`config.mk`:
```
export PLATFORM = sky130hd
export DESIGN_NAME = lpsw_ctrl
export DESIGN_NICKNAME = d
export VERILOG_FILES = /design/src/lpsw_pkg.sv /design/src/lpsw_bus_div.sv /design/src/lpsw_fall_det.sv /design/src/lpsw_ctrl.sv
export VERILOG_INCLUDE_DIRS = /design/src
export SDC_FILE = /design/constraint.sdc
export NUM_CORES = 1
export LEC_CHECK = 0
export ABC_AREA = 1
export BUFFER_PORTS_ARGS = -buffer_cell sky130_fd_sc_hd__buf_2
export CAP_MARGIN = 20
export CORE_ASPECT_RATIO = 1.1
export CORE_UTILIZATION = 35
export CTS_CLUSTER_SIZE = 8
export DETAILED_ROUTE_END_ITERATION = 8
export GPL_ROUTABILITY_DRIVEN = 0
export SETUP_SLACK_MARGIN = 0.15
export SLEW_MARGIN = 20
export SYNTH_ARGS = -nofsm -noshare
export SYNTH_HDL_FRONTEND = slang
export SYNTH_HIERARCHICAL = 1
export SYNTH_SLANG_ARGS = --single-unit
```
`constraint.sdc`:
```
create_clock -name core_clk -period 2.2 [get_ports core_clk]
set_input_delay 0.22 -clock core_clk [delete_from_list [all_inputs] [get_ports core_clk]]
set_output_delay 0.22 -clock core_clk [all_outputs]
set_load 0.01 [all_outputs]
```
`src/lpsw_consts.svh`:
```
// constants of the low-power stop/wait controller: offsets, bits, reset values, counts
// assumes inclusion by bare name from the package and the design modules
`ifndef LPSW_CONSTS_SVH
`define LPSW_CONSTS_SVH

// register byte offsets, one aligned 32-bit word each
`define LPSW_ADDR_CTRL 8'h00
`define LPSW_ADDR_PC_DIR 8'h04
`define LPSW_ADDR_PC_TMR 8'h08
`define LPSW_ADDR_STATUS 8'h0C
`define LPSW_ADDR_IRQ_STAT 8'h10
`define LPSW_ADDR_IRQ_MASK 8'h14

// control register bit positions
`define LPSW_CTRL_STOP_DIS 0
`define LPSW_CTRL_IRQ_LEVEL 1
`define LPSW_CTRL_KBD_EN 2
`define LPSW_CTRL_LVI_EN 3
`define LPSW_CTRL_LVI_SOFT 4
`define LPSW_CTRL_CT_EN 5
`define LPSW_CTRL_PT_EN 6

// event bits of status and mask registers
`define LPSW_EV_STOP_ENTER 0
`define LPSW_EV_WAIT_ENTER 1
`define LPSW_EV_STOP_EXIT 2
`define LPSW_EV_WAIT_EXIT 3
`define LPSW_EV_STOP_NOP 4
`define LPSW_EV_W 5

// reset values
`define LPSW_CTRL_RST 8'h00
`define LPSW_PC_DIR_RST 8'h00
`define LPSW_PC_TMR_RST 2'h0
`define LPSW_IRQ_RST 5'h00

// timing: oscillator cycles per bus cycle, stop exit delay in bus cycles
`define LPSW_OSC_PER_BUS 2
`define LPSW_STARTUP_BUS_CYCLES 4064
`define LPSW_CNT_W 13

`endif

```
`src/lpsw_pkg.sv`:
```
// types of the low-power stop/wait controller
// assumes lpsw_consts.svh is on the include path
package lpsw_pkg;
`include "lpsw_consts.svh"

   // sleep control modes
   typedef enum logic [1:0] {st_run, st_wait, st_stop, st_startup} lpsw_mode_t;

   // cause of the last wake-up
   typedef enum logic [2:0] {wk_none, wk_ext, wk_kbd, wk_lvi, wk_ctim, wk_ptim} lpsw_wake_t;

   // whole state of the top module
   typedef struct packed {
      lpsw_mode_t mode;
      logic [`LPSW_CNT_W-1:0] cnt;
      logic [7:0] ctrl;
      logic [7:0] pc_dir;
      logic [1:0] pc_tmr;
      logic [`LPSW_EV_W-1:0] irq_stat;
      logic [`LPSW_EV_W-1:0] irq_mask;
      lpsw_wake_t wake;
      logic pend;
      logic a_wr;
      logic [7:0] a_addr;
      logic [31:0] hrdata;
      logic hreadyout;
      logic hresp;
      logic osc_en;
      logic cpu_halt;
      logic periph_run;
      logic adc_run;
      logic clr_imask;
      logic hold_regs;
      logic cpu_irq;
      logic lvi_soft;
      logic irq;
   } lpsw_state_t;
endpackage

```
`src/lpsw_bus_div.sv`:
```
// bus clock enable: one tick per bus cycle, derived from the oscillator clock
// assumes core_clk is the oscillator clock; run low stands the divider still
`timescale 1ns/1ps
`include "lpsw_consts.svh"
module lpsw_bus_div
   import lpsw_pkg::*;
(
   // clock and reset
   input wire logic core_clk,
   input wire logic rst,
   input wire logic clk_en,
   // control and tick
   input wire logic run,
   output logic bus_tick
);
   typedef struct packed {
      logic [1:0] cnt;
   } lpsw_div_t;

   lpsw_div_t s_q;
   lpsw_div_t s_d;

   // divide by the oscillator-per-bus ratio; restart at zero after the oscillator stops
   always_comb begin
      s_d = s_q;
      if (!run) begin
         s_d.cnt = 2'h0;
      end else if (s_q.cnt == 2'(`LPSW_OSC_PER_BUS - 1)) begin
         s_d.cnt = 2'h0;
      end else begin
         s_d.cnt = s_q.cnt + 2'h1;
      end
   end

   always_ff @(posedge core_clk) begin
      if (rst) begin
         s_q <= '0;
      end else if (clk_en) begin
         s_q <= s_d;
      end
   end

   // tick on the last oscillator cycle of each bus cycle
   assign bus_tick = run && (s_q.cnt == 2'(`LPSW_OSC_PER_BUS - 1));
endmodule

```
`src/lpsw_fall_det.sv`:
```
// falling edge detector for a group of active-low or idle-high pins
// assumes pins already synchronous to core_clk; idle level high after reset
`timescale 1ns/1ps
module lpsw_fall_det
   import lpsw_pkg::*;
#(
   parameter int W = 1
)
(
   // clock and reset
   input wire logic core_clk,
   input wire logic rst,
   input wire logic clk_en,
   // pins and edges
   input wire logic [W-1:0] pin,
   output logic [W-1:0] fall
);
   typedef struct packed {
      logic [W-1:0] prev;
   } lpsw_fall_t;

   lpsw_fall_t s_q;
   lpsw_fall_t s_d;

   // remember last pin level
   always_comb begin
      s_d = s_q;
      s_d.prev = pin;
   end

   // reset to high, so a pin held low at reset reports one falling edge in the first cycle after reset
   always_ff @(posedge core_clk) begin
      if (rst) begin
         s_q <= '1;
      end else if (clk_en) begin
         s_q <= s_d;
      end
   end

   assign fall = s_q.prev & ~pin;
endmodule

```
`src/lpsw_ctrl.sv`:
```
// low-power stop/wait controller: sleep modes, wake-up selection, stop exit delay
// assumes an AHB-Lite master, pins synchronous to core_clk, core_clk the oscillator clock
//
// Local design decisions: the address map and the AHB-Lite interface to the registers.
`timescale 1ns/1ps
`include "lpsw_consts.svh"
module lpsw_ctrl
   import lpsw_pkg::*;
#(
   parameter logic [`LPSW_CNT_W-1:0] STARTUP_BUS_CYCLES = `LPSW_CNT_W'(`LPSW_STARTUP_BUS_CYCLES)
)
(
   // clock, reset, enable
   input wire logic core_clk,
   input wire logic rst,
   input wire logic clk_en,
   // ahb-lite slave
   input wire logic hsel,
   input wire logic [31:0] haddr,
   input wire logic [1:0] htrans,
   input wire logic hwrite,
   input wire logic [2:0] hsize,
   input wire logic [31:0] hwdata,
   input wire logic hready,
   output logic hreadyout,
   output logic hresp,
   output logic [31:0] hrdata,
   // cpu instruction strobes
   input wire logic stop_exec,
   input wire logic wait_exec,
   // wake-up pins
   input wire logic irq_pin_n,
   input wire logic low_voltage_indicator_n,
   input wire logic [7:0] portc_pin,
   // peripheral interrupt requests
   input wire logic core_timer_irq,
   input wire logic prog_timer_irq,
   // clock and run controls
   output logic osc_enable,
   output logic cpu_halt,
   output logic periph_run,
   output logic adc_run,
   output logic hold_regs,
   // to the cpu
   output logic clear_imask,
   output logic cpu_irq,
   output logic lvi_soft_req,
   // interrupt to software
   output logic irq
);
   ////////////////////////////////////////////////////////////////////////////////
   // state and decoded requests

   lpsw_state_t s_q;
   lpsw_state_t s_d;
   logic bus_tick;
   logic irq_fall;
   logic lvi_fall;
   logic [7:0] kbd_fall;
   logic [7:0] kbd_ok;
   logic ext_req;
   logic kbd_req;
   logic lvi_req;
   logic ct_req;
   logic pt_req;
   logic wake_stop;
   logic wake_wait;
   logic ord_req;
   logic stop_go;
   logic [`LPSW_EV_W-1:0] ev;
   logic [`LPSW_EV_W-1:0] w1c;
   logic [31:0] rd_val;

   ////////////////////////////////////////////////////////////////////////////////
   // helpers

   // bus cycle tick, stands still while the oscillator is off
   lpsw_bus_div u_div (
      .core_clk(core_clk),
      .rst(rst),
      .clk_en(clk_en),
      .run(s_q.osc_en),
      .bus_tick(bus_tick)
   );

   // edge detectors keep running in stop; the wake path must not need the oscillator
   lpsw_fall_det #(.W(1)) u_irq_det (
      .core_clk(core_clk),
      .rst(rst),
      .clk_en(clk_en),
      .pin(irq_pin_n),
      .fall(irq_fall)
   );

   lpsw_fall_det #(.W(1)) u_lvi_det (
      .core_clk(core_clk),
      .rst(rst),
      .clk_en(clk_en),
      .pin(low_voltage_indicator_n),
      .fall(lvi_fall)
   );

   lpsw_fall_det #(.W(8)) u_kbd_det (
      .core_clk(core_clk),
      .rst(rst),
      .clk_en(clk_en),
      .pin(portc_pin),
      .fall(kbd_fall)
   );

   ////////////////////////////////////////////////////////////////////////////////
   // wake-up sources

   // keyboard pins must be inputs and free of capture (pc0) and compare (pc1)
   assign kbd_ok = ~s_q.pc_dir & ~{6'h00, s_q.pc_tmr};
   assign kbd_req = s_q.ctrl[`LPSW_CTRL_KBD_EN] && ((kbd_fall & kbd_ok) != 8'h00);
   // level mode keeps asking while the pin stays low
   assign ext_req = irq_fall || (s_q.ctrl[`LPSW_CTRL_IRQ_LEVEL] && !irq_pin_n);
   assign lvi_req = s_q.ctrl[`LPSW_CTRL_LVI_EN] && lvi_fall;
   assign ct_req = s_q.ctrl[`LPSW_CTRL_CT_EN] && core_timer_irq;
   assign pt_req = s_q.ctrl[`LPSW_CTRL_PT_EN] && prog_timer_irq;
   // timers are frozen in stop, so only pin events can wake it
   assign wake_stop = ext_req || kbd_req || lvi_req;
   assign wake_wait = ext_req || kbd_req || lvi_req || ct_req || pt_req;
   // a software-routine low-voltage event does not go to the interrupt line
   assign ord_req = ext_req || kbd_req || (lvi_req && !s_q.ctrl[`LPSW_CTRL_LVI_SOFT])
                    || ct_req || pt_req;
   assign stop_go = stop_exec && !s_q.ctrl[`LPSW_CTRL_STOP_DIS];

   ////////////////////////////////////////////////////////////////////////////////
   // next state

   always_comb begin
      s_d = s_q;
      ev = '0;
      w1c = '0;
      rd_val = 32'h0000_0000;
      s_d.clr_imask = 1'b0;
      s_d.lvi_soft = 1'b0;
      s_d.cpu_irq = 1'b0;

      // write data phase; writes land before reads so back to back reads see them
      if (s_q.a_wr) begin
         case (s_q.a_addr)
            `LPSW_ADDR_CTRL: s_d.ctrl = hwdata[7:0];
            `LPSW_ADDR_PC_DIR: s_d.pc_dir = hwdata[7:0];
            `LPSW_ADDR_PC_TMR: s_d.pc_tmr = hwdata[1:0];
            `LPSW_ADDR_IRQ_STAT: w1c = hwdata[`LPSW_EV_W-1:0];
            `LPSW_ADDR_IRQ_MASK: s_d.irq_mask = hwdata[`LPSW_EV_W-1:0];
            default: ;
         endcase
      end
      s_d.a_wr = 1'b0;

      // sleep sequencing
      unique case (s_q.mode)
         st_run: begin
            if (stop_go) begin
               s_d.mode = st_stop;
               s_d.osc_en = 1'b0;
               s_d.periph_run = 1'b0;
               s_d.adc_run = 1'b0;
               s_d.cpu_halt = 1'b1;
               s_d.hold_regs = 1'b1;
               s_d.clr_imask = 1'b1;
               ev[`LPSW_EV_STOP_ENTER] = 1'b1;
            end else if (stop_exec) begin
               ev[`LPSW_EV_STOP_NOP] = 1'b1;
            end else if (wait_exec) begin
               s_d.mode = st_wait;
               s_d.cpu_halt = 1'b1;
               s_d.clr_imask = 1'b1;
               ev[`LPSW_EV_WAIT_ENTER] = 1'b1;
            end
            s_d.cpu_irq = ord_req;
         end
         st_wait: begin
            // timers and converter stay on; only the cpu is held
            if (wake_wait) begin
               s_d.mode = st_run;
               s_d.cpu_halt = 1'b0;
               ev[`LPSW_EV_WAIT_EXIT] = 1'b1;
               s_d.wake = ext_req ? wk_ext : kbd_req ? wk_kbd : lvi_req ? wk_lvi :
                          ct_req ? wk_ctim : wk_ptim;
            end
            s_d.cpu_irq = ord_req;
         end
         st_stop: begin
            // registers, memory and pins are frozen with the oscillator
            if (wake_stop) begin
               s_d.mode = st_startup;
               s_d.osc_en = 1'b1;
               s_d.cnt = '0;
               s_d.pend = ord_req;
               s_d.wake = ext_req ? wk_ext : kbd_req ? wk_kbd : wk_lvi;
            end
         end
         st_startup: begin
            // count whole bus cycles so the delay tracks the bus clock
            if (bus_tick) begin
               if (s_q.cnt == STARTUP_BUS_CYCLES - `LPSW_CNT_W'(1)) begin
                  s_d.mode = st_run;
                  s_d.cpu_halt = 1'b0;
                  s_d.periph_run = 1'b1;
                  s_d.adc_run = 1'b1;
                  s_d.hold_regs = 1'b0;
                  s_d.cpu_irq = s_q.pend;
                  s_d.pend = 1'b0;
                  ev[`LPSW_EV_STOP_EXIT] = 1'b1;
               end else begin
                  s_d.cnt = s_q.cnt + `LPSW_CNT_W'(1);
               end
            end
         end
      endcase

      // low-voltage event raised as software routine request when so chosen
      s_d.lvi_soft = lvi_req && s_q.ctrl[`LPSW_CTRL_LVI_SOFT];

      // sticky events: a set in the clear cycle wins
      s_d.irq_stat = (s_q.irq_stat & ~w1c) | ev;
      s_d.irq = (s_d.irq_stat & s_d.irq_mask) != '0;

      // address phase; zero wait, read data registered for the data phase
      if (hsel && hready && htrans[1]) begin
         s_d.a_wr = hwrite;
         s_d.a_addr = haddr[7:0];
         if (!hwrite) begin
            case (haddr[7:0])
               `LPSW_ADDR_CTRL: rd_val = {24'h00_0000, s_d.ctrl};
               `LPSW_ADDR_PC_DIR: rd_val = {24'h00_0000, s_d.pc_dir};
               `LPSW_ADDR_PC_TMR: rd_val = {30'h0000_0000, s_d.pc_tmr};
               `LPSW_ADDR_STATUS: rd_val = {25'h000_0000, s_q.cpu_halt, s_q.osc_en,
                                            s_q.wake, s_q.mode};
               `LPSW_ADDR_IRQ_STAT: rd_val = {27'h000_0000, s_d.irq_stat};
               `LPSW_ADDR_IRQ_MASK: rd_val = {27'h000_0000, s_d.irq_mask};
               default: rd_val = 32'h0000_0000;
            endcase
            s_d.hrdata = rd_val;
         end
      end
   end

   ////////////////////////////////////////////////////////////////////////////////
   // state register

   always_ff @(posedge core_clk) begin
      if (rst) begin
         s_q <= '0;
         s_q.ctrl <= `LPSW_CTRL_RST;
         s_q.pc_dir <= `LPSW_PC_DIR_RST;
         s_q.pc_tmr <= `LPSW_PC_TMR_RST;
         s_q.irq_stat <= `LPSW_IRQ_RST;
         s_q.irq_mask <= `LPSW_IRQ_RST;
         s_q.hreadyout <= 1'b1;
         s_q.osc_en <= 1'b1;
         s_q.periph_run <= 1'b1;
         s_q.adc_run <= 1'b1;
      end else if (clk_en) begin
         s_q <= s_d;
      end
   end

   // outputs straight from the state register
   assign hreadyout = s_q.hreadyout;
   assign hresp = s_q.hresp;
   assign hrdata = s_q.hrdata;
   assign osc_enable = s_q.osc_en;
   assign cpu_halt = s_q.cpu_halt;
   assign periph_run = s_q.periph_run;
   assign adc_run = s_q.adc_run;
   assign hold_regs = s_q.hold_regs;
   assign clear_imask = s_q.clr_imask;
   assign cpu_irq = s_q.cpu_irq;
   assign lvi_soft_req = s_q.lvi_soft;
   assign irq = s_q.irq;

   ////////////////////////////////////////////////////////////////////////////////
   // checks

   property p_stop_osc;
      @(posedge core_clk) disable iff (rst)
      clk_en && s_q.mode == st_run && stop_go |=> !osc_enable && !periph_run && cpu_halt;
   endproperty
   a_stop_osc: assert property (p_stop_osc) else $error("stop left oscillator on");

   property p_stop_imask;
      @(posedge core_clk) disable iff (rst)
      clk_en && s_q.mode == st_run && stop_go |=> clear_imask ##1 !clear_imask || !clk_en;
   endproperty
   a_stop_imask: assert property (p_stop_imask) else $error("stop entry mask clear");

   property p_stop_hold;
      @(posedge core_clk) disable iff (rst)
      s_q.mode == st_stop |-> hold_regs && !osc_enable && !adc_run;
   endproperty
   a_stop_hold: assert property (p_stop_hold) else $error("stop not holding state");

   property p_stop_wake;
      @(posedge core_clk) disable iff (rst)
      s_q.mode == st_stop && !ext_req && !lvi_req && !kbd_req |=> s_q.mode == st_stop;
   endproperty
   a_stop_wake: assert property (p_stop_wake) else $error("stop left without cause");

   property p_stop_nop;
      @(posedge core_clk) disable iff (rst)
      clk_en && s_q.mode == st_run && stop_exec && s_q.ctrl[`LPSW_CTRL_STOP_DIS]
      |=> s_q.mode == st_run && osc_enable;
   endproperty
   a_stop_nop: assert property (p_stop_nop) else $error("disabled stop entered");

   property p_startup_len;
      @(posedge core_clk) disable iff (rst)
      $past(s_q.mode) == st_startup && s_q.mode == st_run
      |-> $past(s_q.cnt) == STARTUP_BUS_CYCLES - `LPSW_CNT_W'(1) && $past(bus_tick);
   endproperty
   a_startup_len: assert property (p_startup_len) else $error("stop exit delay wrong");

   property p_startup_held;
      @(posedge core_clk) disable iff (rst)
      s_q.mode == st_startup |-> cpu_halt && osc_enable;
   endproperty
   a_startup_held: assert property (p_startup_held) else $error("cpu ran in startup");

   property p_wait_run;
      @(posedge core_clk) disable iff (rst)
      s_q.mode == st_wait |-> cpu_halt && periph_run && adc_run && osc_enable;
   endproperty
   a_wait_run: assert property (p_wait_run) else $error("wait stopped a peripheral");

   property p_wait_wake;
      @(posedge core_clk) disable iff (rst)
      clk_en && s_q.mode == st_wait && ct_req |=> s_q.mode == st_run && !cpu_halt;
   endproperty
   a_wait_wake: assert property (p_wait_wake) else $error("timer did not end wait");

   property p_wait_imask;
      @(posedge core_clk) disable iff (rst)
      clk_en && s_q.mode == st_run && !stop_exec && wait_exec
      |=> clear_imask && s_q.mode == st_wait;
   endproperty
   a_wait_imask: assert property (p_wait_imask) else $error("wait entry wrong");

   property p_kbd_gate;
      @(posedge core_clk) disable iff (rst)
      s_q.mode == st_stop && !ext_req && !lvi_req && ((kbd_fall & kbd_ok) == 8'h00)
      |=> s_q.mode == st_stop;
   endproperty
   a_kbd_gate: assert property (p_kbd_gate) else $error("masked key pin woke stop");

   property p_bus_half;
      @(posedge core_clk) disable iff (rst)
      clk_en && bus_tick |=> !bus_tick;
   endproperty
   a_bus_half: assert property (p_bus_half) else $error("bus tick too fast");

   property p_irq_level;
      @(posedge core_clk) disable iff (rst)
      clk_en && s_q.mode == st_stop && s_q.ctrl[`LPSW_CTRL_IRQ_LEVEL] && !irq_pin_n
      |=> s_q.mode == st_startup;
   endproperty
   a_irq_level: assert property (p_irq_level) else $error("low level did not wake");

   property p_lvi_soft;
      @(posedge core_clk) disable iff (rst)
      clk_en && lvi_req && s_q.ctrl[`LPSW_CTRL_LVI_SOFT] |=> lvi_soft_req;
   endproperty
   a_lvi_soft: assert property (p_lvi_soft) else $error("lvi routine not raised");

   property p_run_quiet;
      @(posedge core_clk) disable iff (rst)
      clk_en && s_q.mode == st_run && !stop_exec && !wait_exec
      |=> s_q.mode == st_run && cpu_irq == $past(ord_req);
   endproperty
   a_run_quiet: assert property (p_run_quiet) else $error("wake event moved run mode");

   c_stop_cycle: cover property (@(posedge core_clk) disable iff (rst)
      s_q.mode == st_startup ##1 s_q.mode == st_run);
   c_wait_cycle: cover property (@(posedge core_clk) disable iff (rst)
      s_q.mode == st_wait ##1 s_q.mode == st_run);
   c_stop_nop: cover property (@(posedge core_clk) disable iff (rst)
      s_q.mode == st_run && stop_exec && s_q.ctrl[`LPSW_CTRL_STOP_DIS]);
endmodule

```
==> results.md, run 1 <==
Critical path:
- The worst setup path is of the register to register kind.
- At the worst endpoint, the arrival time is ~2.1 ns.
- At the worst endpoint, the required time is 2.44 ns.
- The largest incremental delay on the critical path is 0.36 ns.
- The slowest stage of the critical path belongs to the cell sky130_fd_sc_hd__dfxtp_2.
- The critical path's most frequent cell is sky130_fd_sc_hd__nand3_1.
- The worst setup path is captured at a register.
- Together, buffers and inverters on the worst path number 1.
- Of all nets on the critical path, the largest fanout is 5.
- In this design, the largest share of critical-path delay is due to simple AND/OR/NAND/NOR gates.
- The worst setup path is launched from a register.
- The signal on the critical path passes through ha_2 -> nand3_1 -> nor2_2 -> nand3_1 -> a21oi_2 -> inv_1 -> nor2_2 -> nand3_1 -> a21oi_1 -> nor2_1.

Synth:
- The cell area that synthesis handed to floorplanning was 0.00491 sq mm.
- The number of warnings printed during yosys synthesis is 6.
- The primary flip-flop cell chosen by synthesis mapping is sky130_fd_sc_hd__dfxtp_1.
- The netlist uses 40 different library cells.
- The synthesized design contains 84 register bits.
- The synthesized area per cell is ~6.4 sq um.
- In the synthesized netlist the async set-or-reset flop fraction comes to 0%.
- In this run, synthesis inferred 0 flip-flops with an integrated enable.
- The biggest area consumer among synthesized cells is sky130_fd_sc_hd__dfxtp_1.
- The sequential-to-total area share from yosys stat is 34.2%.
- Synthesis produced a netlist whose cell count is 766.
- In the post-synthesis netlist, the biggest area contributors are sky130_fd_sc_hd__dfxtp_1 34%, sky130_fd_sc_hd__nand2_1 15%, sky130_fd_sc_hd__inv_1 7.6%.
- In this run the biggest area consumer among cell types represents 34.2% of the synthesized area.

Timing:
- Setup violations remaining at the end of the flow were counted as 0.
- The worst slack on hold paths is about 0.1 ns.
- The total negative slack for setup checks is 0 ns.
- The post-route worst setup slack is around 0.35 ns.
- After layout, the worst path uses around 84% of the clock period.
- The smallest clock period supported by the final layout is computed as 1.85 ns.
- The max-slew headroom at the worst pin is roughly 57%.
- Clock skew on the completed layout was measured at about 0.0082 ns.
- The number of endpoints with negative hold slack in the final report was 0.
- Setup repair after global routing could not meet its margin everywhere.
- The number of slew-limit violations in the final report is 0.
- The pin slew with the least headroom to its limit is approximately 0.64 ns.
- The upper clock frequency limit is about 0.54 GHz.

Placed design:
- The detailed placer's ending HPWL is between 9 and 10 mm.
- The post-place instance area is roughly 0.0053 sq mm.
- Before CTS, the worst setup slack after placement is around 0.24 ns.
- Buffers placed on the I/O ports in this run total between 50 and 60.

Finish:
- Once layout is done, the placed cells without fillers occupy between 0.005 and 0.006 sq mm.
- The library cells used most frequently in the layout, excluding fill and tap cells, are 192 x sky130_fd_sc_hd__nand2_1, 99 x sky130_fd_sc_hd__inv_1, 83 x sky130_fd_sc_hd__dfxtp_1, 74 x sky130_fd_sc_hd__nor2_1, 59 x sky130_fd_sc_hd__nand3_1.
- In the final layout, the multi-input gates occupy approximately 0.0026 sq mm.
- Relative to the synthesized area, the layout overhead comes to 13.5%.
- The final layout net count is roughly 900.
- The sequential cells in the finished layout cover a total of around 0.0017 sq mm.
- The share of the core filled with cells in the final layout is between 40% and 50%.
- The repair_antennas step left the layout with diodes totalling 0.
- In the final layout, the share of cells above drive strength 1 is between 10% and 20%.
- Counting the fill cells in the layout gives about 1600.
- The most common cell after layout, fill and taps aside is sky130_fd_sc_hd__nand2_1.

Global routing:
- The sum of overflow across all layers after global routing is 0.
- The number of global-route vias before repair is roughly 4200.
- The first global-routing pass estimated just over 20 mm of wire.
- The number of antenna violations at the first check in global routing is 0.
- The pin count of the biggest net entering global routing is 48.
- The global-route usage over all layers is about 18%.

Route:
- Across all layers, the routed design uses 4734 vias.
- The first-iteration detailed-routing DRC count is 260.
- For this run, design rule violations remaining after detail routing come to 0.
- The first detailed-routing pass ran for 4 iterations.
- Dividing the detail-routed wire length by the instance count gives roughly 12 um.
- The post-detailed-route count of antenna-violating nets is 0.
- Dividing the detail-routed via count by the number of cells gives roughly 4.7.
- The routed design has 12.6 mm of wire.

Status:
- The run finished with clean final reports.

Power and ir drop:
- The leakage power summed over all cells is approximately 2.7 nW.
- The power per cell area is ~670 mW/mm^2.
- The worst IR drop on VDD is approximately 0.00044 V.

Clocking:
- After clock tree synthesis, the clock-pin slew on the worst setup and hold paths is ~0.060 ns.
- In this run the number of H-tree levels came out at 3.
- The maximum number of buffers from clock root to sink is 2.
- Once the clock tree was built, the setup fixing pass inserted 0 buffers.
- The cell sitting at the root of the clock tree is a sky130_fd_sc_hd__clkbuf_16.
- The number of clock sinks is 84.
- The number of clock buffers added by TritonCTS is 9.
- TritonCTS built the clock tree.
- The clock insertion delay at the later pin of the skew report is around 0.35 ns.

Die:
- The vertical die dimension is 126 um.
- The area of the core is approximately 0.014 sq mm.
- For this configuration, the core starts out at a cell density of a little over a third.
- Row generation in the floorplan step produced 45 rows.
- The die width is around 110 um.
- The die covers roughly 0.015 sq mm.
- Pin placement for this block handled about 130 I/O pins.

Job:
- Across the run, the number of max-cap violations was 0.

Hold path:
- The path category of the worst min-delay check is input pin to register.
## power breakdown
group          total [W]  switching, W  internal [W]
Clock            0.00150      0.000621      0.000874
Sequential       0.00166     0.0000561       0.00161
Combinational   0.000572      0.000382      0.000190
## metal layers
metal	vias up	track usage, %	part of all wire (%)
met4	0	7.41	1.1
li1	2484	-	-
met3	10	2.65	5.1
met5	-	0	0
met2	96	29.9	46
met1	2144	24.0	48
## final timing paths
path                    startpoint          endpoint  slack (ns)  cells after the start
setup / recovery           s_q[84]           s_q[97]        0.35                     10
hold / removal        portc_pin[3]  u_kbd_det/s_q[3]         0.1                      3
setup reg to reg           s_q[84]           s_q[97]        0.35                     10
hold reg to reg   u_kbd_det/s_q[3]  u_kbd_det/s_q[3]        0.46                      2
## flip-flops by register name (all words and copies together), names as in the netlist, 2 cells and up
name and cells:
u_kbd_det/s_q 8, hrdata 8, s_q 56, u_div/s_q 2
## stage by stage
stage | total power [W] | cells
finish | 0.00373 | 1007
global placement | 0.00226 | 991
detailed placement | 0.00226 | 991
floorplan | 0.00212 | 790
CTS | 0.00377 | 1007
global route | 0.00392 | 1007
## synth_stat cells (2+ instances only)
master,number
sky130_fd_sc_hd__nand4_1,18
sky130_fd_sc_hd__dfxtp_1,84
sky130_fd_sc_hd__o21ai_2,2
sky130_fd_sc_hd__nor2_2,7
sky130_fd_sc_hd__inv_2,8
sky130_fd_sc_hd__o211ai_1,12
sky130_fd_sc_hd__clkinv_1,2
sky130_fd_sc_hd__nand3_2,3
sky130_fd_sc_hd__buf_4,37
sky130_fd_sc_hd__a21oi_2,3
sky130_fd_sc_hd__xnor2_1,4
sky130_fd_sc_hd__xor2_1,7
sky130_fd_sc_hd__nand2_2,4
sky130_fd_sc_hd__a21oi_1,51
sky130_fd_sc_hd__nand3_1,59
sky130_fd_sc_hd__or2_2,2
sky130_fd_sc_hd__nor3_1,4
sky130_fd_sc_hd__clkbuf_1,14
sky130_fd_sc_hd__nand2_1,193
sky130_fd_sc_hd__o21bai_1,2
sky130_fd_sc_hd__o21ai_1,8
sky130_fd_sc_hd__nor4_1,4
sky130_fd_sc_hd__inv_1,99
sky130_fd_sc_hd__buf_1,3
sky130_fd_sc_hd__conb_1,2
sky130_fd_sc_hd__nand3b_1,2
sky130_fd_sc_hd__buf_6,2
sky130_fd_sc_hd__o21ai_0,43
sky130_fd_sc_hd__nor2_1,74
sky130_fd_sc_hd__buf_2,3
## final cells by class
class,count,share of cell area [%]
flip-flops and latches,84,30.2
well taps,188,4.22
multi-input cells,538,45.8
inverters,109,7.34
repair buffers,72,7.32
clock inverters,5,0.943
clock buffers,11,4.18
## repair_timing
action,CTS,global route
hold buffers,0,0
resized for setup,0,8
hold endpoints to repair,0,0
endpoints found under the setup margin,0,24
## worst min-delay path, stage by stage
cell and delay [ns]:
sky130_fd_sc_hd__buf_2 0.08, sky130_fd_sc_hd__nand2_1 0.04, sky130_fd_sc_hd__nand3_1 0.07
## cell families (layout without fill, tap and decap cells)
family | Yosys count | after routing | share of synthesized area (%)
simple gates | 373 | 373 | 32.9
buf+inv | 168 | 197 | 16.1
compound gates | 127 | 127 | 14.4
flops | 84 | 84 | 34.2
xor+xnor | 11 | 11 | 1.96
other cells | 2 | 26 | 0.153
fa+ha+maj | 1 | 1 | 0.255
Power figures use the tool's default switching activity.
==> run 2: changes to the inputs <==
==> constraint.sdc (replaced) <==
create_clock -name core_clk -period 1.5 [get_ports core_clk]
set_input_delay 0.15 -clock core_clk [delete_from_list [all_inputs] [get_ports core_clk]]
set_output_delay 0.15 -clock core_clk [all_outputs]
set_load 0.01 [all_outputs]
==> results.md, run 2 (same netlist as run 1, synthesis figures left out) <==
Status:
- Run status: finished, violations left (was completed).
- The checks that failed: negative setup slack.

Finish:
- The post-route cell area came to 0.00742 sq mm (was 0.00557 sq mm).
- The count of inserted antenna diode cells was 0 (unchanged).
- Top library cells by usage in the layout, fill and taps aside: 140 x sky130_fd_sc_hd__nand2_1, 91 x sky130_fd_sc_hd__buf_4, 85 x sky130_fd_sc_hd__inv_1, 65 x sky130_fd_sc_hd__nor2_1, 64 x sky130_fd_sc_hd__dfxtp_1 (was 192 x sky130_fd_sc_hd__nand2_1, 99 x sky130_fd_sc_hd__inv_1, 83 x sky130_fd_sc_hd__dfxtp_1, 74 x sky130_fd_sc_hd__nor2_1, 59 x sky130_fd_sc_hd__nand3_1).
- The final layout net count is 1021 (was 904).
- The most common cell after layout, fill and taps aside is sky130_fd_sc_hd__nand2_1 (unchanged).
- The register with the most flip-flops is s_q (unchanged).
- The fraction of final layout cells sized beyond drive strength 1 is 42.0% (was 14.9%).
- The number of flip-flops under the largest register name is 56 (unchanged).
- The share of the core filled with cells in the final layout is 54.0% (was 40.6%).
- The total of fill cells in the finished design is 1322 (was 1557).
- The area growth from synthesis to final layout was 51.1% (was 13.5%).

Clocking:
- The clock transition time at the flip-flop clock pins of the worst setup and hold paths is 0.07 ns (was 0.06 ns).
- The clock insertion delay at the later pin of the skew report is 0.35 ns (about the same).
- The maximum number of buffers from clock root to sink is 2 (unchanged).
- The cell at the root of the clock tree is sky130_fd_sc_hd__clkbuf_16 (unchanged).
- The number of clock sinks is 84 (unchanged).
- The count of H-tree levels built during CTS is 3 (unchanged).
- The total CTS buffers is 9 (unchanged).
- The clock tree from TritonCTS is built (unchanged).

Critical path:
- The internal reg-to-reg setup slack was -0.18 ns (was 0.35 ns).
- The worst endpoint data arrival time is 1.91 ns (was 2.09 ns).
- The cell type of the slowest stage on the worst timing path is sky130_fd_sc_hd__dfxtp_2 (unchanged).
- The kind of capture point of the worst setup path is a register (unchanged).
- The largest incremental delay on the critical path was 0.34 ns (was 0.36 ns).
- The required arrival time at the worst endpoint is 1.73 ns (was 2.44 ns).
- The number of cell instances on the worst register-to-register path came to 11 (was 10).
- The path type of the worst setup path was register to register (unchanged).
- The endpoint of the lowest-slack register-to-register path is hrdata[0] (was s_q[97]).
- The largest fanout of any net on the critical path was 5 (unchanged).
- Cell Chain, Critical Path: nor2_4 -> nand4_1 -> nor2_4 -> buf_12 -> buf_6 -> buf_6 -> nand2_4 -> nand3_1 -> nand3_1 -> o21ai_1 -> a21oi_1 (was ha_2 -> nand3_1 -> nor2_2 -> nand3_1 -> a21oi_2 -> inv_1 -> nor2_2 -> nand3_1 -> a21oi_1 -> nor2_1).
- The critical path launch point type is a register (unchanged).
- The source of the worst register-to-register timing path is s_q[49] (was s_q[84]).

Timing:
- The post-route clock period utilization is 112% (was 84.1%).
- RSZ-0062 raised after global routing: yes (unchanged).
- The number of endpoints with negative hold slack in the final report is 0 (unchanged).
- The clock tree skew after final layout was 0.00926 ns (was 0.00818 ns).
- The shortest period the worst path allows is 1.68 ns (was 1.85 ns).
- The post-route worst setup slack is -0.177 ns (was 0.350 ns).
- The upper clock frequency limit is 0.596 GHz (was 0.541 GHz).
- The number of slew-limit violations in the final report is 0 (unchanged).
- The final setup violation count is 40 (was 0).

Job:
- The number of maximum-capacitance violations is 0 (unchanged).

Route:
- The post-detailed-route count of antenna-violating nets was 0 (unchanged).
- The total detailed-routing wirelength is 15.8 mm (was 12.6 mm).
- The DRC violation count after routing is 0 (unchanged).
- The via count is 5435 (was 4734).
- The first-pass iteration count of the detailed router is 5 (was 4).
- The mean routed wirelength per cell is 14.1 um (was 12.5 um).
- The first-iteration detailed-routing DRC count is 301 (was 260).
- The average via count per standard cell is 4.84 (was 4.70).

Hold path:
- The hold-critical path depth came to 3 (unchanged).
- The path category of the worst min-delay check is input pin to register (unchanged).
- The end of the worst hold path was u_kbd_det/s_q[7] (was u_kbd_det/s_q[3]).
- The hold path startpoint is portc_pin[7] (was portc_pin[3]).

Die:
- The top-level I/O count is 132 (unchanged).
- The total die area came to 0.0145 sq mm (unchanged).
- The placement row count is 45 (unchanged).
- The area of the core is 0.0137 sq mm (unchanged).
- The vertical die dimension is 126 um (unchanged).
- The effective utilization at floorplan is 35.7% (unchanged).
- The die width is 115 um (unchanged).

Placed design:
- The number of input and output port buffers inserted came to 53 (unchanged).
- The detailed placer's ending HPWL came to 10.9 mm (was 9.33 mm).
- The post-place instance area is 0.00608 sq mm (was 0.00527 sq mm).

Global routing:
- The global-route usage over all layers is 22.0% (was 18.3%).
- The pin count of the biggest net entering global routing came to 24 (was 48).
- The first-pass GRT wire length is 24.7 mm (was 20.6 mm).
- The sum of overflow across all layers after global routing is 0 (unchanged).
- The number of antenna violations at the first check in global routing was 0 (unchanged).
- The number of global-route vias before repair was 5107 (was 4224).

Power and ir drop:
- The leakage power summed over all cells is 3.46 nW (was 2.66 nW).
- The worst IR drop on VDD is 0.000685 V (was 0.000436 V).
- The post-layout total power is 0.00610 W (was 0.00373 W).
- The power per cell area is 822 mW/mm^2 (was 669 mW/mm^2).
-- run 2: cell types whose count changed in the layout (fill, tap and decap cells not counted), sizes merged --
| cell | delta |
|---|---|
| nand3 | +1 |
| buf | +115 |
| clkbuf | +1 |
| nand2 | +1 |
| clkinv | -1 |
-- run 2: timing repair --
action                     4_1_cts  5_1_grt
gates cloned                     3        0
hold buffers                     0        0
resized for setup              148      115
pin swaps                       47       57
buffers inserted                 7       12
setup endpoints to repair       62       62
hold endpoints to repair         0        0
-- run 2: area by class of cell --
class | instances | area, sq um | share of cell area, %
Sequential cell | 84 | 1710 | 23.0
Inverter | 109 | 424 | 5.72
Clock inverter | 4 | 47.5 | 0.641
Timing Repair Buffer | 187 | 1470 | 19.8
Multi-Input combinational cell | 540 | 3280 | 44.2
Tap cell | 188 | 235 | 3.17
Clock buffer | 12 | 256 | 3.46
-- run 2: worst max-delay path by stage --
stage / from / end / depth (start not counted)
6_report: s_q[49] / hrdata[0] / 11
5_1_grt: s_q[49] / hrdata[0] / 11
4_1_cts: u_kbd_det/s_q[6] / s_q[85] / 14
3_5_place_dp: s_q[45] / hrdata[6] / 12
3_3_place_gp: s_q[95] / s_q[97] / 9
2_1_floorplan: s_q[84] / s_q[97] / 10
-- run 2: metal layers --
| layer | vias to the layer above | GRT usage, % | routed length (um) |
|---|---|---|---|
| met5 | - | 0 | 0 |
| met4 | 0 | 9.85 | 603 |
| met3 | 42 | 4.04 | 742 |
| met2 | 180 | 37.6 | 7770 |
| met1 | 2484 | 26.7 | 6730 |
| li1 | 2729 | - | - |
-- run 2: where the power goes --
group          internal, W  switching [W]  leakage (nW)
sequential         0.00236      0.0000947         0.694
clock              0.00138       0.000931         0.149
combinational     0.000557       0.000780          2.61
-- run 2: critical path, delay by kind of cell, from the launching register on --
kind,cells,cell delay (ns)
buffers and inverters,3,0.33
DFF,1,0.34
and+or+nand+nor,6,0.65
AOI/OAI and AO/OA,2,0.22
-- run 2: metrics by stage --
stage	worst slack (ns)	std cells	TNS, ns	hold WS (ns)
floorplan	-0.0145	790	-0.0431	0.256
detailed placement	-0.208	1086	-4.92	0.384
CTS	-0.148	1112	-3.13	0.0147
finish	-0.177	1124	-3.48	0.0221
global route	-0.287	1124	-7.95	0.0269
global placement	-0.179	1086	-4.31	0.384
